File: src/pmc_defines.svh
// Constants for the programmable macrocell: sizes, term slots, reset values.
// Assumes inclusion by bare name; definitions only.
`ifndef PMC_DEFINES_SVH
`define PMC_DEFINES_SVH

// ****************************************
// Sizes
// ****************************************
`define PMC_NTERMS     6
`define PMC_TERM_W     4
`define PMC_OE_TERMS   4
`define PMC_OE_SEL_W   2

// ****************************************
// Control term slots
// ****************************************
`define PMC_TERM_PRESET 0
`define PMC_TERM_RESET  1
`define PMC_OE_BASE     2

// ****************************************
// Reset values
// ****************************************
`define PMC_STATE_RST  1'b0
`define PMC_SYNC_RST   1'b0
`define PMC_FLOAT_RST  1'b0

`endif

File: src/pmc_pkg.sv
// Types shared by the programmable macrocell.
// Assumes pmc_defines.svh is on the include path.
package pmc_pkg;

  // Storage element behaviour
  typedef enum logic {PMC_FF_DATA, PMC_FF_TOGGLE} pmc_ff_mode_type;

  // Clock source for the storage element
  typedef enum logic {PMC_CLK_SYNC, PMC_CLK_ALT} pmc_clk_sel_type;

  // Source of the alternate clock
  typedef enum logic {PMC_ALT_PIN, PMC_ALT_LOGIC} pmc_alt_src_type;

  // Output buffer enable source
  typedef enum logic [1:0] {PMC_OE_OFF, PMC_OE_ON, PMC_OE_TERM} pmc_oe_mode_type;

endpackage

File: src/pmc_macrocell.sv
// One configurable output cell: flip-flop, clock choice, control terms,
// output buffer enable and two feedback returns.
// Assumes one clock mclk at 40 MHz; pins and pin clocks are asynchronous
// and are synchronised here; term and data inputs come from mclk logic.
`timescale 1ns/1ps
`include "pmc_defines.svh"

module pmc_macrocell (
  input  wire logic                      mclk,              // System clock, 40 MHz
  input  wire logic                      rst,               // Async reset, active high
  input  wire logic                      sync_clock_in,     // Synchronous clock pin
  input  wire logic                      alt_clock_in,      // Alternate clock pin
  input  wire logic                      alt_clock_logic,   // Alternate clock from logic
  input  wire logic                      global_float_n,    // Global float pin, low floats
  input  wire logic                      data_in,           // Flip-flop D or T input
  input  wire logic [`PMC_NTERMS*`PMC_TERM_W-1:0] term_inputs,  // Term inputs, 4 per term
  input  wire logic [`PMC_NTERMS*`PMC_TERM_W-1:0] term_use,     // Term input use mask
  input  wire logic [`PMC_NTERMS-1:0]    term_is_sum,       // 1 sum, 0 product per term
  input  wire pmc_pkg::pmc_ff_mode_type  cfg_ff_mode,       // Data or toggle
  input  wire logic                      cfg_falling_edge,  // 1 capture on falling edge
  input  wire pmc_pkg::pmc_clk_sel_type  cfg_clk_sel,       // Sync or alternate clock
  input  wire pmc_pkg::pmc_alt_src_type  cfg_alt_src,       // Alternate clock source
  input  wire logic                      cfg_setclr_enable, // Preset/reset enable
  input  wire pmc_pkg::pmc_oe_mode_type  cfg_oe_mode,       // Buffer enable mode
  input  wire logic [`PMC_OE_SEL_W-1:0]  cfg_oe_term_sel,   // Which enable term
  input  wire logic                      io_pin_in,         // Level seen on the pin
  output logic                           io_pin_out,        // Value driven to the pin
  output logic                           io_pin_oe,         // High while pin driven
  output logic                           macro_feedback,    // Pre-buffer return
  output logic                           pin_feedback,      // Post-buffer return
  output logic [`PMC_NTERMS-1:0]         control_terms      // Evaluated control terms
);
  import pmc_pkg::*;

  // ****************************************
  // Pin synchronisers
  // ****************************************
  logic sclk_s1_q, sclk_s2_q, sclk_prev_q;
  logic aclk_s1_q, aclk_s2_q;
  logic alt_prev_q;
  logic float_s1_q, float_s2_q;
  logic pin_s1_q, pin_s2_q;

  // Two flip-flops on every pin before any logic looks at it
  always_ff @(posedge mclk or posedge rst) begin
    if (rst) begin
      sclk_s1_q  <= `PMC_SYNC_RST;
      sclk_s2_q  <= `PMC_SYNC_RST;
      aclk_s1_q  <= `PMC_SYNC_RST;
      aclk_s2_q  <= `PMC_SYNC_RST;
      float_s1_q <= `PMC_FLOAT_RST;
      float_s2_q <= `PMC_FLOAT_RST;
      pin_s1_q   <= `PMC_SYNC_RST;
      pin_s2_q   <= `PMC_SYNC_RST;
    end else begin
      sclk_s1_q  <= sync_clock_in;
      sclk_s2_q  <= sclk_s1_q;
      aclk_s1_q  <= alt_clock_in;
      aclk_s2_q  <= aclk_s1_q;
      float_s1_q <= global_float_n;
      float_s2_q <= float_s1_q;
      pin_s1_q   <= io_pin_in;
      pin_s2_q   <= pin_s1_q;
    end
  end

  // ****************************************
  // Control terms
  // ****************************************
  genvar t;
  generate
    for (t = 0; t < `PMC_NTERMS; t = t + 1) begin : g_term
      logic [`PMC_TERM_W-1:0] in_v;
      logic [`PMC_TERM_W-1:0] use_v;
      assign in_v  = term_inputs[t*`PMC_TERM_W +: `PMC_TERM_W];
      assign use_v = term_use[t*`PMC_TERM_W +: `PMC_TERM_W];
      // Sum of used inputs, or product with unused inputs as ones
      assign control_terms[t] = term_is_sum[t] ? |(in_v & use_v)
                                               : &(in_v | ~use_v);
    end
  endgenerate

  // ****************************************
  // Clock selection and edge detection
  // ****************************************
  logic alt_level;
  logic sel_level;
  logic sel_prev;
  logic clk_edge;

  // Alternate clock from pin or internal logic
  assign alt_level = (cfg_alt_src == PMC_ALT_PIN) ? aclk_s2_q : alt_clock_logic;

  // Synchronous clock always comes from the pin
  assign sel_level = (cfg_clk_sel == PMC_CLK_SYNC) ? sclk_s2_q : alt_level;
  assign sel_prev  = (cfg_clk_sel == PMC_CLK_SYNC) ? sclk_prev_q : alt_prev_q;

  // Active edge of the chosen clock, polarity set by configuration
  assign clk_edge = cfg_falling_edge ? (sel_prev & ~sel_level)
                                     : (~sel_prev & sel_level);

  // Previous levels for edge detection
  always_ff @(posedge mclk or posedge rst) begin
    if (rst) begin
      sclk_prev_q <= `PMC_SYNC_RST;
      alt_prev_q  <= `PMC_SYNC_RST;
    end else begin
      sclk_prev_q <= sclk_s2_q;
      alt_prev_q  <= alt_level;
    end
  end

  // ****************************************
  // Storage element
  // ****************************************
  logic state_q;
  logic preset_act;
  logic reset_act;

  // Set/clear terms, gated by the per-cell enable
  assign preset_act = cfg_setclr_enable & control_terms[`PMC_TERM_PRESET];
  assign reset_act  = cfg_setclr_enable & control_terms[`PMC_TERM_RESET];

  // Flip-flop; preset/reset do not wait for a selected clock edge
  always_ff @(posedge mclk or posedge rst) begin
    if (rst) begin
      state_q <= `PMC_STATE_RST;
    end else if (reset_act) begin
      state_q <= 1'b0;
    end else if (preset_act) begin
      state_q <= 1'b1;
    end else if (clk_edge) begin
      if (cfg_ff_mode == PMC_FF_TOGGLE) begin
        state_q <= state_q ^ data_in;
      end else begin
        state_q <= data_in;
      end
    end
  end

  // ****************************************
  // Output buffer and feedback
  // ****************************************
  logic oe_sel;

  // Enable term chosen from the four enable terms
  assign oe_sel = control_terms[`PMC_OE_BASE + {1'b0, cfg_oe_term_sel}];

  // Buffer enable: mode, then global float overrides
  always_comb begin
    unique case (cfg_oe_mode)
      PMC_OE_OFF:  io_pin_oe = 1'b0;
      PMC_OE_ON:   io_pin_oe = 1'b1;
      PMC_OE_TERM: io_pin_oe = oe_sel;
      default:     io_pin_oe = 1'b0;
    endcase
    if (!float_s2_q) begin
      io_pin_oe = 1'b0;
    end
  end

  // Pin data straight from the flip-flop
  assign io_pin_out = state_q;

  // Pre-buffer return carries the cell result regardless of the buffer
  assign macro_feedback = state_q;

  // Post-buffer return carries the pin level
  assign pin_feedback = pin_s2_q;

endmodule

File: config.mk
export PLATFORM = sky130hd
export DESIGN_NAME = pmc_macrocell
export DESIGN_NICKNAME = d
export VERILOG_FILES = /design/src/pmc_pkg.sv /design/src/pmc_macrocell.sv
export VERILOG_INCLUDE_DIRS = /design/src /design/src/src
export SDC_FILE = /design/constraint.sdc
export NUM_CORES = 1
export LEC_CHECK = 0
export ABC_AREA = 1
export BUFFER_PORTS_ARGS = -buffer_cell sky130_fd_sc_hd__buf_2
export CAP_MARGIN = 20
export CELL_PAD_IN_SITES_DETAIL_PLACEMENT = 1
export CELL_PAD_IN_SITES_GLOBAL_PLACEMENT = 1
export CORE_MARGIN = 3
export CORE_UTILIZATION = 22
export DETAILED_ROUTE_END_ITERATION = 12
export PLACE_DENSITY = 0.76
export RECOVER_POWER = 50
export SKIP_LAST_GASP = 1
export SYNTH_ARGS = -nofsm -noshare
export SYNTH_HDL_FRONTEND = slang
export SYNTH_SLANG_ARGS = --single-unit
File: constraint.sdc
create_clock -name mclk -period 1.3 [get_ports mclk]
set_input_delay 0.065 -clock mclk [delete_from_list [all_inputs] [get_ports mclk]]
set_output_delay 0.065 -clock mclk [all_outputs]
set_load 0.03 [all_outputs]
==> impl_metrics.env, run 1 <==
export IMPL_rr_worst_depth=9
export IMPL_sw_pwr_mw=0.386
export IMPL_timing_hold_violations_final=0
export IMPL_final_critical_path_setup_slack_ns=0.167
export IMPL_slew_headroom=0.724
export IMPL_yosysUniqueCellTypes=18
export IMPL_gp_congestion=0.745
export IMPL_initial_core_utilization=0.240
export IMPL_synth_compound_gate_area_share=0.116
export IMPL_die_w_um=70.6
export IMPL_setup_tns_ns=0
export IMPL_clock_skew_final_ns=0.00173
export IMPL_maxCapViolCount=0
export IMPL_wire_length_of_the_first_global_routing_pass_um=5240
export IMPL_critical_path_endpoint_type="flip-flop"
export IMPL_max_stage_delay_ns=0.35
export IMPL_core_region_area_sq_mm=0.00383
export IMPL_report_final_slew_viol_count=0
export IMPL_p_leak_nw=0.966
export IMPL_crit_top_cell="nor2_1"
export IMPL_setup_violations=0
export IMPL_rr_endpoint="io_pin_out$_DFFE_PP0P_"
export IMPL_cts_htree_levels=1
export IMPL_post_synthesis_mux_area_share=0
export IMPL_ir_worst_vdd_mv=0.578
export IMPL_hold_path_class="input pin to flip-flop"
export IMPL_max_slew_worst_pin_slew_ns=0.413
export IMPL_synthesis_yosys_warnings=0
export IMPL_y_dimension_of_the_die_um=70.6
export IMPL_post_route_cells_drive_above_1_share=0.352
export IMPL_yosys_area_top_type_share=0.300
export IMPL_rsz0062_at_grt="no"
export IMPL_detail_route_antenna_nets=0
export IMPL_share_clk_of_total_power=0.293
export IMPL_grt_ovfl_total=0
export IMPL_post_synth_main_area_contributors="dfrtp_1 (30%), nand2_1 (27%), inv_1 (16%), a21oi_1 (4.9%), nand3_1 (4.4%)"
export IMPL_cts_setup_buffers=0
export IMPL_dp_worst_setup_slack_ns=0.153
export IMPL_worstSetupStartpointType="flip-flop"
export IMPL_min_from="alt_clock_logic"
export IMPL_i_o_pins=81
export IMPL_nets=321
export IMPL_tritoncts="yes"
export IMPL_ff2ff_setup_slack_ns=0.17
export IMPL_startpoint_of_the_lowest_slack_register_to_register_path="alt_prev_q$_DFF_PP0_"
export IMPL_clock_root_buffer="clkbuf_8"
export IMPL_timing_final_crit_period_ns=1.13
export IMPL_cp_arrival_ns=1.26
export IMPL_total_power_divided_by_cell_area_mw_per_mm2=783
export IMPL_syn_area_per_cell_sq_um=5.78
export IMPL_totalWireLength_um=2920
export IMPL_antenna_cells=0
export IMPL_synth_net_count=232
export IMPL_post_synth_and_or_nand_nor_area_fraction=0.371
export IMPL_switching_share=0.335
export IMPL_synth_adder_area_share=0.0272
export IMPL_timing_worst_setup_path_type="flip-flop to flip-flop"
export IMPL_grt_start_max_net_pins=12
export IMPL_synth_sequential_area_ratio=0.300
export IMPL_clkSinkCount=11
export IMPL_synth_top_area_cell="dfrtp_1"
export IMPL_post_synth_xor_area_fraction=0.00954
export IMPL_seq_power_share=0.332
export IMPL_detail_route_iter0_violations=18
export IMPL_synth_to_layout_area_growth_pct=60.1
export IMPL_pwr_share_comb=0.375
export IMPL_grt_antenna_before_repair=0
export IMPL_timing_critical_path_cells="inv_1 > nand2_1 > o21ai_2 > nor2_1 > and2_1 > nor2_2 > nand2_1 > nor2_1 > nor2_1"
export IMPL_slowest_cp_cell="dfrtp_1"
export IMPL_drtPass1Iterations=4
export IMPL_row_count=22
export IMPL_detailroute_via_count=1260
export IMPL_worst_skew_pair_late_latency_ns=0.24
export IMPL_combinational_family_with_the_most_area_after_synthesis="simple AND/OR/NAND/NOR gates"
export IMPL_cp_data_required_time_ns=1.43
export IMPL_fmaxAchievable_mhz=882
export IMPL_crit_fanout=2
export IMPL_place_hpwl_um=2690
export IMPL_clk_pin_slew_ns=0.05
export IMPL_whs_path_depth=3
export IMPL_drc=0
export IMPL_routed_len_inst_um=9.90
export IMPL_routed_via_density=4.27
export IMPL_cell_internal_pwr_mw=0.766
export IMPL_port_buffers=80
export IMPL_vias_in_the_first_global_route=1345
export IMPL_layout_worst_path_cycle_share=0.872
export IMPL_timing_hold_worst_endpoint="alt_prev_q$_DFF_PP0_"
export IMPL_overall_track_demand_over_capacity_in_global_routing=0.125
export IMPL_synthesis_instances=159
export IMPL_clk_path_buf_depth=2
export IMPL_synth_cell_area_sq_um=918
export IMPL_ys_seq_elements=11
export IMPL_status="finished, final reports clean"
export IMPL_cts_buffers_inserted=3
export IMPL_die_ar_sq_mm=0.00499
synthesized netlist by cell type (all sizes together):
| cell | instances |
|---|---|
| nand4 | 2 |
| ha | 2 |
| a221oi | 1 |
| a21oi | 9 |
| clkinv | 1 |
| o21ai | 8 |
| nand3 | 9 |
| dfrtp | 11 |
| buf | 1 |
| and2 | 2 |
| o22ai | 2 |
| xnor2 | 1 |
| nor2 | 5 |
| inv | 40 |
| nand2 | 65 |
worst max-delay path, delay by kind of cell (launching register included):
family | cells | cell delay (ns)
AND/OR/NAND/NOR | 7 | 0.57
flip-flops | 1 | 0.35
buffers and inverters | 1 | 0.05
AO/OA/AOI/OAI | 1 | 0.06
repair_timing:
action                                  in CTS  in global routing
hold buffers                                 5                  0
endpoints found under the setup margin       0                  1
resized for setup                            0                  1
endpoints found under the hold margin       15                  0
flip-flops by register name (all words and copies together), names as in the netlist:
register and count:
aclk_s1_q 1, aclk_s2_q 1, alt_prev_q 1, float_s1_q 1, float_s2_q 1, io_pin_out 1
pin_feedback 1, pin_s1_q 1, sclk_prev_q 1, sclk_s1_q 1, sclk_s2_q 1
placed cells by master, fill, tap and decap left out, drive strengths merged, types with 2 or more instances in the layout:
cell type,instances
buf,80
nand2,65
inv,40
dfrtp,11
a21oi,9
nand3,9
o21ai,8
dlygate4sd3,5
nor2,5
clkbuf,4
nand4,2
and2,2
o22ai,2
ha,2
cell type report:
cell class | count | area (sq um)
Inverter | 41 | 155
Tap cell | 48 | 60.1
Clock buffer | 4 | 45.0
Multi-Input combinational cell | 106 | 484
Fill cell | 529 | 2360
Sequential cell | 11 | 275
Timing Repair Buffer | 85 | 450
how the worst max path moves through the flow:
stage | from | endpoint
final | alt_prev_q$_DFF_PP0_ | io_pin_out$_DFFE_PP0P_
after global routing | aclk_s2_q$_DFF_PP0_ | io_pin_out$_DFFE_PP0P_
after CTS | alt_prev_q$_DFF_PP0_ | io_pin_out$_DFFE_PP0P_
after detailed placement | alt_prev_q$_DFF_PP0_ | io_pin_out$_DFFE_PP0P_
after global placement | alt_prev_q$_DFF_PP0_ | io_pin_out$_DFFE_PP0P_
after floorplan | term_inputs[13] | io_pin_oe
metrics by stage:
stage,power [mW],utilization,hold slack (ns),area (sq um),std cells
4_1_cts,1.17,0.383,0.0616,1470,295
3_3_place_gp,0.800,0.358,0.0699,1370,286
5_1_grt,1.26,0.384,0.0982,1470,295
3_5_place_dp,0.814,0.358,0.0800,1370,286
6_report,1.15,0.384,0.0634,1470,295
2_1_floorplan,0.626,-,-0.0826,918,159
per-layer routing:
metal / up-vias / part of all wire / GRT usage
li1: 650 / - / -
met1: 551 / 0.38 / 0.141
met2: 57 / 0.50 / 0.234
met3: 2 / 0.11 / 0.0298
met4: 0 / 0.0068 / 0.0313
met5: - / 0 / 0
logic make-up (layout without fill, tap and decap cells):
family,count (synthesis),count (layout)
AO/OA/AOI/OAI,20,20
AND/OR/NAND/NOR,83,83
flip-flops,11,11
adder cells (fa/ha/maj),2,2
XOR/XNOR,1,1
buffers and inverters,42,130
power by group through the flow:
| stage | sequential (mW) | combinational (mW) | clock (mW) |
|---|---|---|---|
| after floorplan | 0.401 | 0.225 | 0 |
| after global placement | 0.384 | 0.416 | 0 |
| after detailed placement | 0.387 | 0.427 | 0 |
| after CTS | 0.382 | 0.440 | 0.350 |
| after global routing | 0.384 | 0.499 | 0.373 |
| final | 0.382 | 0.432 | 0.338 |
(Power assumes the default switching activity.)
==> run 2: changes to the inputs <==
- ABC_AREA: 1 -> not set
- CORE_UTILIZATION: 22 -> 23
- PLACE_DENSITY: 0.76 -> 0.77
- SKIP_LAST_GASP: 1 -> not set
==> run 2 against run 1 <==
Compared with the run above:
- the flow now finishes with violations (negative setup slack)
- total power down 6.3%
- highest routed layer is now met3
- worst setup slack worse by 0.19 ns
- register-to-register slack got worse by 0.14 ns
- global-route usage increased by 1.1 points
- critical path type is now flip-flop to primary output
- cell count is 20% lower
- combinational power grew 9.5%
- sequential share of layout area is 0.14 points higher
- sequential power rose by 1%
- worst hold slack got worse by 0.051 ns
- first-iteration DRC count is 28% lower
- synthesized cell count down 36%
==> impl_metrics.env, run 2 <==
export IMPL_status="complete, but fails checks"
export IMPL_violations="negative setup slack"
export IMPL_final_instance_count_excl_fillers=237
export IMPL_fin_worst_hold_slack_ns=0.0121
export IMPL_detailroute_via_count=1136
export IMPL_synth_sequential_area_ratio=0.328
export IMPL_setup_tns_ns=-0.0269
export IMPL_rsz0062_at_grt="yes"
export IMPL_timing_hold_violations_final=0
export IMPL_routed_len_inst_um=12.6
export IMPL_tritoncts="yes"
export IMPL_clock_skew_final_ns=0.00122
export IMPL_timing_final_crit_period_ns=1.33
export IMPL_core_region_area_sq_mm=0.00342
export IMPL_place_hpwl_um=2730
export IMPL_yosys_area_top_type_share=0.328
export IMPL_routed_via_density=4.79
export IMPL_clkSinkCount=11
export IMPL_row_count=21
export IMPL_i_o_pins=81
export IMPL_clk_path_buf_depth=2
export IMPL_grt_ovfl_total=0
export IMPL_detail_route_iter0_violations=13
export IMPL_yosys_cell_count_top_type="inv_1"
export IMPL_grt_antenna_before_repair=0
export IMPL_drtPass1Iterations=4
export IMPL_placed_cells=226
export IMPL_layout_common_cells="buf_2 (79), inv_1 (27), o22ai_1 (12), a22o_1 (12), dfrtp_1 (11)"
export IMPL_fmaxAchievable_mhz=754
export IMPL_layout_worst_path_cycle_share=1.02
export IMPL_whs_path_depth=2
export IMPL_synth_to_layout_area_growth_pct=73.8
export IMPL_ys_seq_elements=11
export IMPL_initial_core_utilization=0.246
export IMPL_rr_worst_depth=4
export IMPL_synth_cell_area_sq_um=840
export IMPL_ir_worst_vdd_mv=0.456
export IMPL_synthesis_instances=101
export IMPL_drc=0
export IMPL_die_ar_sq_mm=0.00441
export IMPL_cp_arrival_ns=1.26
export IMPL_report_final_slew_viol_count=0
export IMPL_critical_path_endpoint_type="primary output"
export IMPL_synth_net_count=174
export IMPL_gp_congestion=0.632
export IMPL_cts_buffers_inserted=3
export IMPL_synthesis_yosys_warnings=0
export IMPL_synth_top_area_cell="dfrtp_1"
export IMPL_clock_root_buffer="clkbuf_4"
export IMPL_wire_length_of_the_first_global_routing_pass_um=4720
export IMPL_post_route_cells_drive_above_1_share=0.508
export IMPL_placed_instance_area_sq_mm=0.00133
export IMPL_die_w_um=66.4
export IMPL_total_power_divided_by_cell_area_mw_per_mm2=740
export IMPL_mostFrequentLayoutCell="buf_2"
export IMPL_timing_worst_setup_path_type="flip-flop to primary output"
export IMPL_y_dimension_of_the_die_um=66.4
export IMPL_ys_async_sr_fraction=1.00
export IMPL_nets=265
export IMPL_worstSetupStartpointType="flip-flop"
export IMPL_grt_start_max_net_pins=12
export IMPL_nFillCells=443
export IMPL_hold_path_class="input pin to flip-flop"
export IMPL_p_leak_nw=0.804
export IMPL_final_cell_area_sq_mm=0.00146
export IMPL_port_buffers=80
export IMPL_syn_area_per_cell_sq_um=8.31
export IMPL_synth_enable_flop_cells=0
export IMPL_detail_route_antenna_nets=0
export IMPL_vias_in_the_first_global_route=1166
export IMPL_overall_track_demand_over_capacity_in_global_routing=0.136
export IMPL_cp_data_required_time_ns=1.24
export IMPL_slew_headroom=0.732
export IMPL_crit_fanout=2
export IMPL_finalCoreUtilization=0.427
export IMPL_yosysUniqueCellTypes=23
export IMPL_totalWireLength_um=3000
export IMPL_leading_register_cell_type_out_of_synthesis="dfrtp_1"
export IMPL_maxCapViolCount=0
export IMPL_setup_violations=1
export IMPL_worst_skew_pair_late_latency_ns=0.26
export IMPL_max_slew_worst_pin_slew_ns=0.401
export IMPL_final_critical_path_setup_slack_ns=-0.0269
export IMPL_cts_htree_levels=1
export IMPL_clk_pin_slew_ns=0.06
export IMPL_antenna_cells=0
export IMPL_synth_top_cells_by_count="inv_1 (27), a22o_1 (12), o22ai_1 (12)"
export IMPL_post_synth_main_area_contributors="dfrtp_1 (33%), a22o_1 (13%), inv_1 (12%), o22ai_1 (8.9%), o31ai_1 (5.4%)"
-- run 2: changes by cell type in the layout (fill, tap and decap cells not counted), moves of 6 or more --
cell	delta
inv_1	-13
nand2_1	-61
a21oi_1	-8
nand3_1	-6
o22ai_1	+10
a22o_1	+12
-- run 2: power breakdown --
group          internal, mW  switching, mW
clock network         0.118          0.102
logic                 0.219          0.255
registers             0.367         0.0191
-- run 2: area by class of cell --
type                            instances  area (sq um)  area share
Sequential cell                        11           275       0.189
Multi-Input combinational cell         62           531       0.364
Clock buffer                            4          26.3      0.0180
Tap cell                               46          57.6      0.0395
Inverter                               27           101      0.0695
Timing Repair Buffer                   87           468       0.321
-- run 2: path summary, 6_finish.rpt --
check / startpoint / slack, ns / to
setup / recovery: float_s2_q$_DFF_PP0_ / -0.03 / io_pin_oe
hold / removal: cfg_setclr_enable / 0.01 / io_pin_out$_DFFE_PP0P_
setup reg to reg: aclk_s2_q$_DFF_PP0_ / 0.03 / io_pin_out$_DFFE_PP0P_
hold reg to reg: aclk_s1_q$_DFF_PP0_ / 0.36 / aclk_s2_q$_DFF_PP0_
max in group asynchronous: rst / 0.69 / float_s1_q$_DFF_PP0_
min in group asynchronous: rst / 0.33 / sclk_prev_q$_DFF_PP0_
-- run 2: per-stage QoR --
stage	worst slack [ns]	total power [mW]
6_report	-0.0269	1.08
3_5_place_dp	-0.0399	0.835
3_3_place_gp	-0.0292	0.812
5_1_grt	-0.167	1.16
2_1_floorplan	-0.0703	0.642
4_1_cts	-0.0647	1.09
-- run 2: metal layers --
metal | vias up | global-route usage | routed length [um]
met4 | 0 | 0.0228 | 0
li1 | 547 | - | -
met2 | 56 | 0.289 | 1720
met5 | - | 0 | 0
met3 | 0 | 0.0357 | 287
met1 | 533 | 0.127 | 994
-- run 2: cells by family after synthesis --
group,synth area share
AOI/OAI and AO/OA,0.387
and+or+nand+nor,0.0834
muxes,0.0417
buffers and inverters,0.130
DFF,0.328
adders and majority gates,0.0298
-- run 2: critical path: stages, from the launching register on --
cell and delay, ns:
dfrtp_1 0.34, nor2b_4 0.14, nand2_1 0.06, nor2_1 0.09, o211ai_1 0.09, o211ai_1 0.10, buf_4 0.19
-- run 2: repair_timing --
item	in CTS	in global routing
resized for setup	5	2
hold buffers	5	0
buffers inserted	1	1
endpoints found under the setup margin	2	2
gates cloned	0	0
hold endpoints to repair	15	0
pin swaps	2	3
==> run 3: changes to the inputs <==
- CORE_MARGIN: 3 -> 8
- CORE_UTILIZATION: 23 -> 24
- CTS_BUF_LIST: not set -> sky130_fd_sc_hd__clkbuf_8
- GPL_ROUTABILITY_DRIVEN: not set -> 1
- PLACE_DENSITY: 0.77 -> 0.8
==> run 3 against run 2 <==
Compared with the run above:
- the run now ends clean
- core utilization grew 0.63 points
- cell count shrank 0.42%
- wire length grew 8.1%
- critical path type is now flip-flop to flip-flop
- clock skew grew 0.0037 ns
- largest cell class unchanged
- critical endpoint is now io_pin_out$_DFFE_PP0P_
- critical path depth shrank 2
==> impl_metrics.env, run 3 (synthesis results as in run 2) <==
export IMPL_setup_violations=0
export IMPL_totalWireLength_um=3240
export IMPL_ir_worst_vdd_mv=0.585
export IMPL_fmaxAchievable_mhz=771
export IMPL_vias_in_the_first_global_route=1194
export IMPL_layout_worst_path_cycle_share=0.997
export IMPL_cts_htree_levels=1
export IMPL_synth_to_layout_area_growth_pct=72.3
export IMPL_total_power_divided_by_cell_area_mw_per_mm2=815
export IMPL_initial_core_utilization=0.252
export IMPL_rsz0062_at_grt="yes"
export IMPL_tritoncts="yes"
export IMPL_die_w_um=75.1
export IMPL_i_o_pins=81
export IMPL_placed_instance_area_sq_mm=0.00133
export IMPL_crit_fanout=3
export IMPL_drc=0
export IMPL_timing_critical_path_buf_inv=0
export IMPL_critPathTopFamily="multiplexers"
export IMPL_timing_hold_violations_final=0
export IMPL_mostFrequentLayoutCell="buf_2"
export IMPL_cp_arrival_ns=1.41
export IMPL_routed_via_density=4.66
export IMPL_status="finished, final reports clean"
export IMPL_hold_path_class="input pin to flip-flop"
export IMPL_nFillCells=434
export IMPL_routed_len_inst_um=13.7
export IMPL_grt_antenna_before_repair=0
export IMPL_critical_path_endpoint_type="flip-flop"
export IMPL_place_hpwl_um=2860
export IMPL_cts_buffers_inserted=3
export IMPL_worst_skew_pair_late_latency_ns=0.24
export IMPL_port_buffers=80
export IMPL_nets=264
export IMPL_post_route_cells_drive_above_1_share=0.495
export IMPL_ff_latch_area_sq_um=275
export IMPL_wire_length_of_the_first_global_routing_pass_um=4860
export IMPL_gp_congestion=0.709
export IMPL_timing_final_crit_period_ns=1.30
export IMPL_report_final_slew_viol_count=0
export IMPL_worstSetupStartpointType="flip-flop"
export IMPL_detail_route_antenna_nets=0
export IMPL_timing_critical_path_cells="mux2_1 > o221ai_2 > mux2i_1 > a22oi_2"
export IMPL_drtPass1Iterations=4
export IMPL_timing_worst_setup_path_type="flip-flop to flip-flop"
export IMPL_grt_start_max_net_pins=12
export IMPL_setup_tns_ns=0
export IMPL_final_cell_area_sq_mm=0.00145
export IMPL_grt_ovfl_total=0
export IMPL_clock_skew_final_ns=0.00493
export IMPL_maxCapViolCount=0
export IMPL_max_stage_delay_ns=0.35
export IMPL_clk_path_buf_depth=2
export IMPL_y_dimension_of_the_die_um=75.1
export IMPL_cp_data_required_time_ns=1.42
export IMPL_overall_track_demand_over_capacity_in_global_routing=0.110
export IMPL_clock_root_buffer="clkbuf_8"
export IMPL_core_region_area_sq_mm=0.00334
export IMPL_slew_headroom=0.711
export IMPL_layout_common_cells="buf_2 (79), inv_1 (28), o22ai_1 (12), a22o_1 (12), dfrtp_1 (11)"
export IMPL_detail_route_iter0_violations=4
export IMPL_clk_pin_slew_ns=0.05
export IMPL_row_count=21
export IMPL_slowest_cp_cell="dfrtp_1"
export IMPL_die_ar_sq_mm=0.00565
export IMPL_antenna_cells=0
export IMPL_clkSinkCount=11
export IMPL_max_slew_worst_pin_slew_ns=0.432
export IMPL_multi_input_area_sq_um=507
export IMPL_p_leak_nw=0.801
export IMPL_detailroute_via_count=1100
==> run 3: changes by cell type in the layout (fill, tap and decap cells not counted), sizes merged <==
cell	change
clkbuf	-1
inv	+1
buf	-1
==> run 3: layout make-up <==
class	instances	area share
inverter	27	0.0701
clock inverter	1	0.00260
tap	46	0.0398
timing repair buffer	86	0.318
sequential	11	0.190
multi-input combinational	62	0.350
clock buffer	3	0.0285
==> run 3: power breakdown <==
part / internal, mW / switching (mW)
clock: 0.207 / 0.127
combinational: 0.209 / 0.250
sequential: 0.367 / 0.0171
==> run 3: stage by stage <==
step	hold slack [ns]	instances	util	setup WS (ns)	power (mW)
floorplan	-0.0826	101	-	-0.0703	0.642
global placement	0.0597	226	0.399	-0.00958	0.824
detailed placement	0.0810	226	0.399	-0.0352	0.835
CTS	0.0321	236	0.433	-0.0121	1.20
global route	0.0320	236	0.433	-0.124	1.26
finish	0.0411	236	0.433	0.00337	1.18
==> run 3: routing by layer <==
metal | vias to the layer above | wire [um] | track usage
li1 | 546 | - | -
met1 | 493 | 1170 | 0.110
met2 | 59 | 1540 | 0.198
met3 | 2 | 524 | 0.0506
met4 | 0 | 12 | 0.0320
met5 | - | 0 | 0
==> run 3: path summary, 6_finish.rpt <==
kind                                           from                endpoint  slack (ns)  cells past startpoint
worst min register to register  sclk_s1_q$_DFF_PP0_     sclk_s2_q$_DFF_PP0_        0.34                      0
worst max register to register  aclk_s2_q$_DFF_PP0_  io_pin_out$_DFFE_PP0P_       0.003                      4
worst min-delay path              cfg_setclr_enable  io_pin_out$_DFFE_PP0P_        0.04                      2
max in group asynchronous                       rst     sclk_s2_q$_DFF_PP0_        0.62                      3
min in group asynchronous                       rst    float_s1_q$_DFF_PP0_        0.38                      3
worst max-delay path            aclk_s2_q$_DFF_PP0_  io_pin_out$_DFFE_PP0P_       0.003                      4
==> run 3: repair_timing <==
action,in CTS,in global routing
setup buffers,1,0
hold endpoints to repair,15,0
hold buffers,5,0
resized for setup,4,1
endpoints found under the setup margin,1,2
pin swaps,0,1
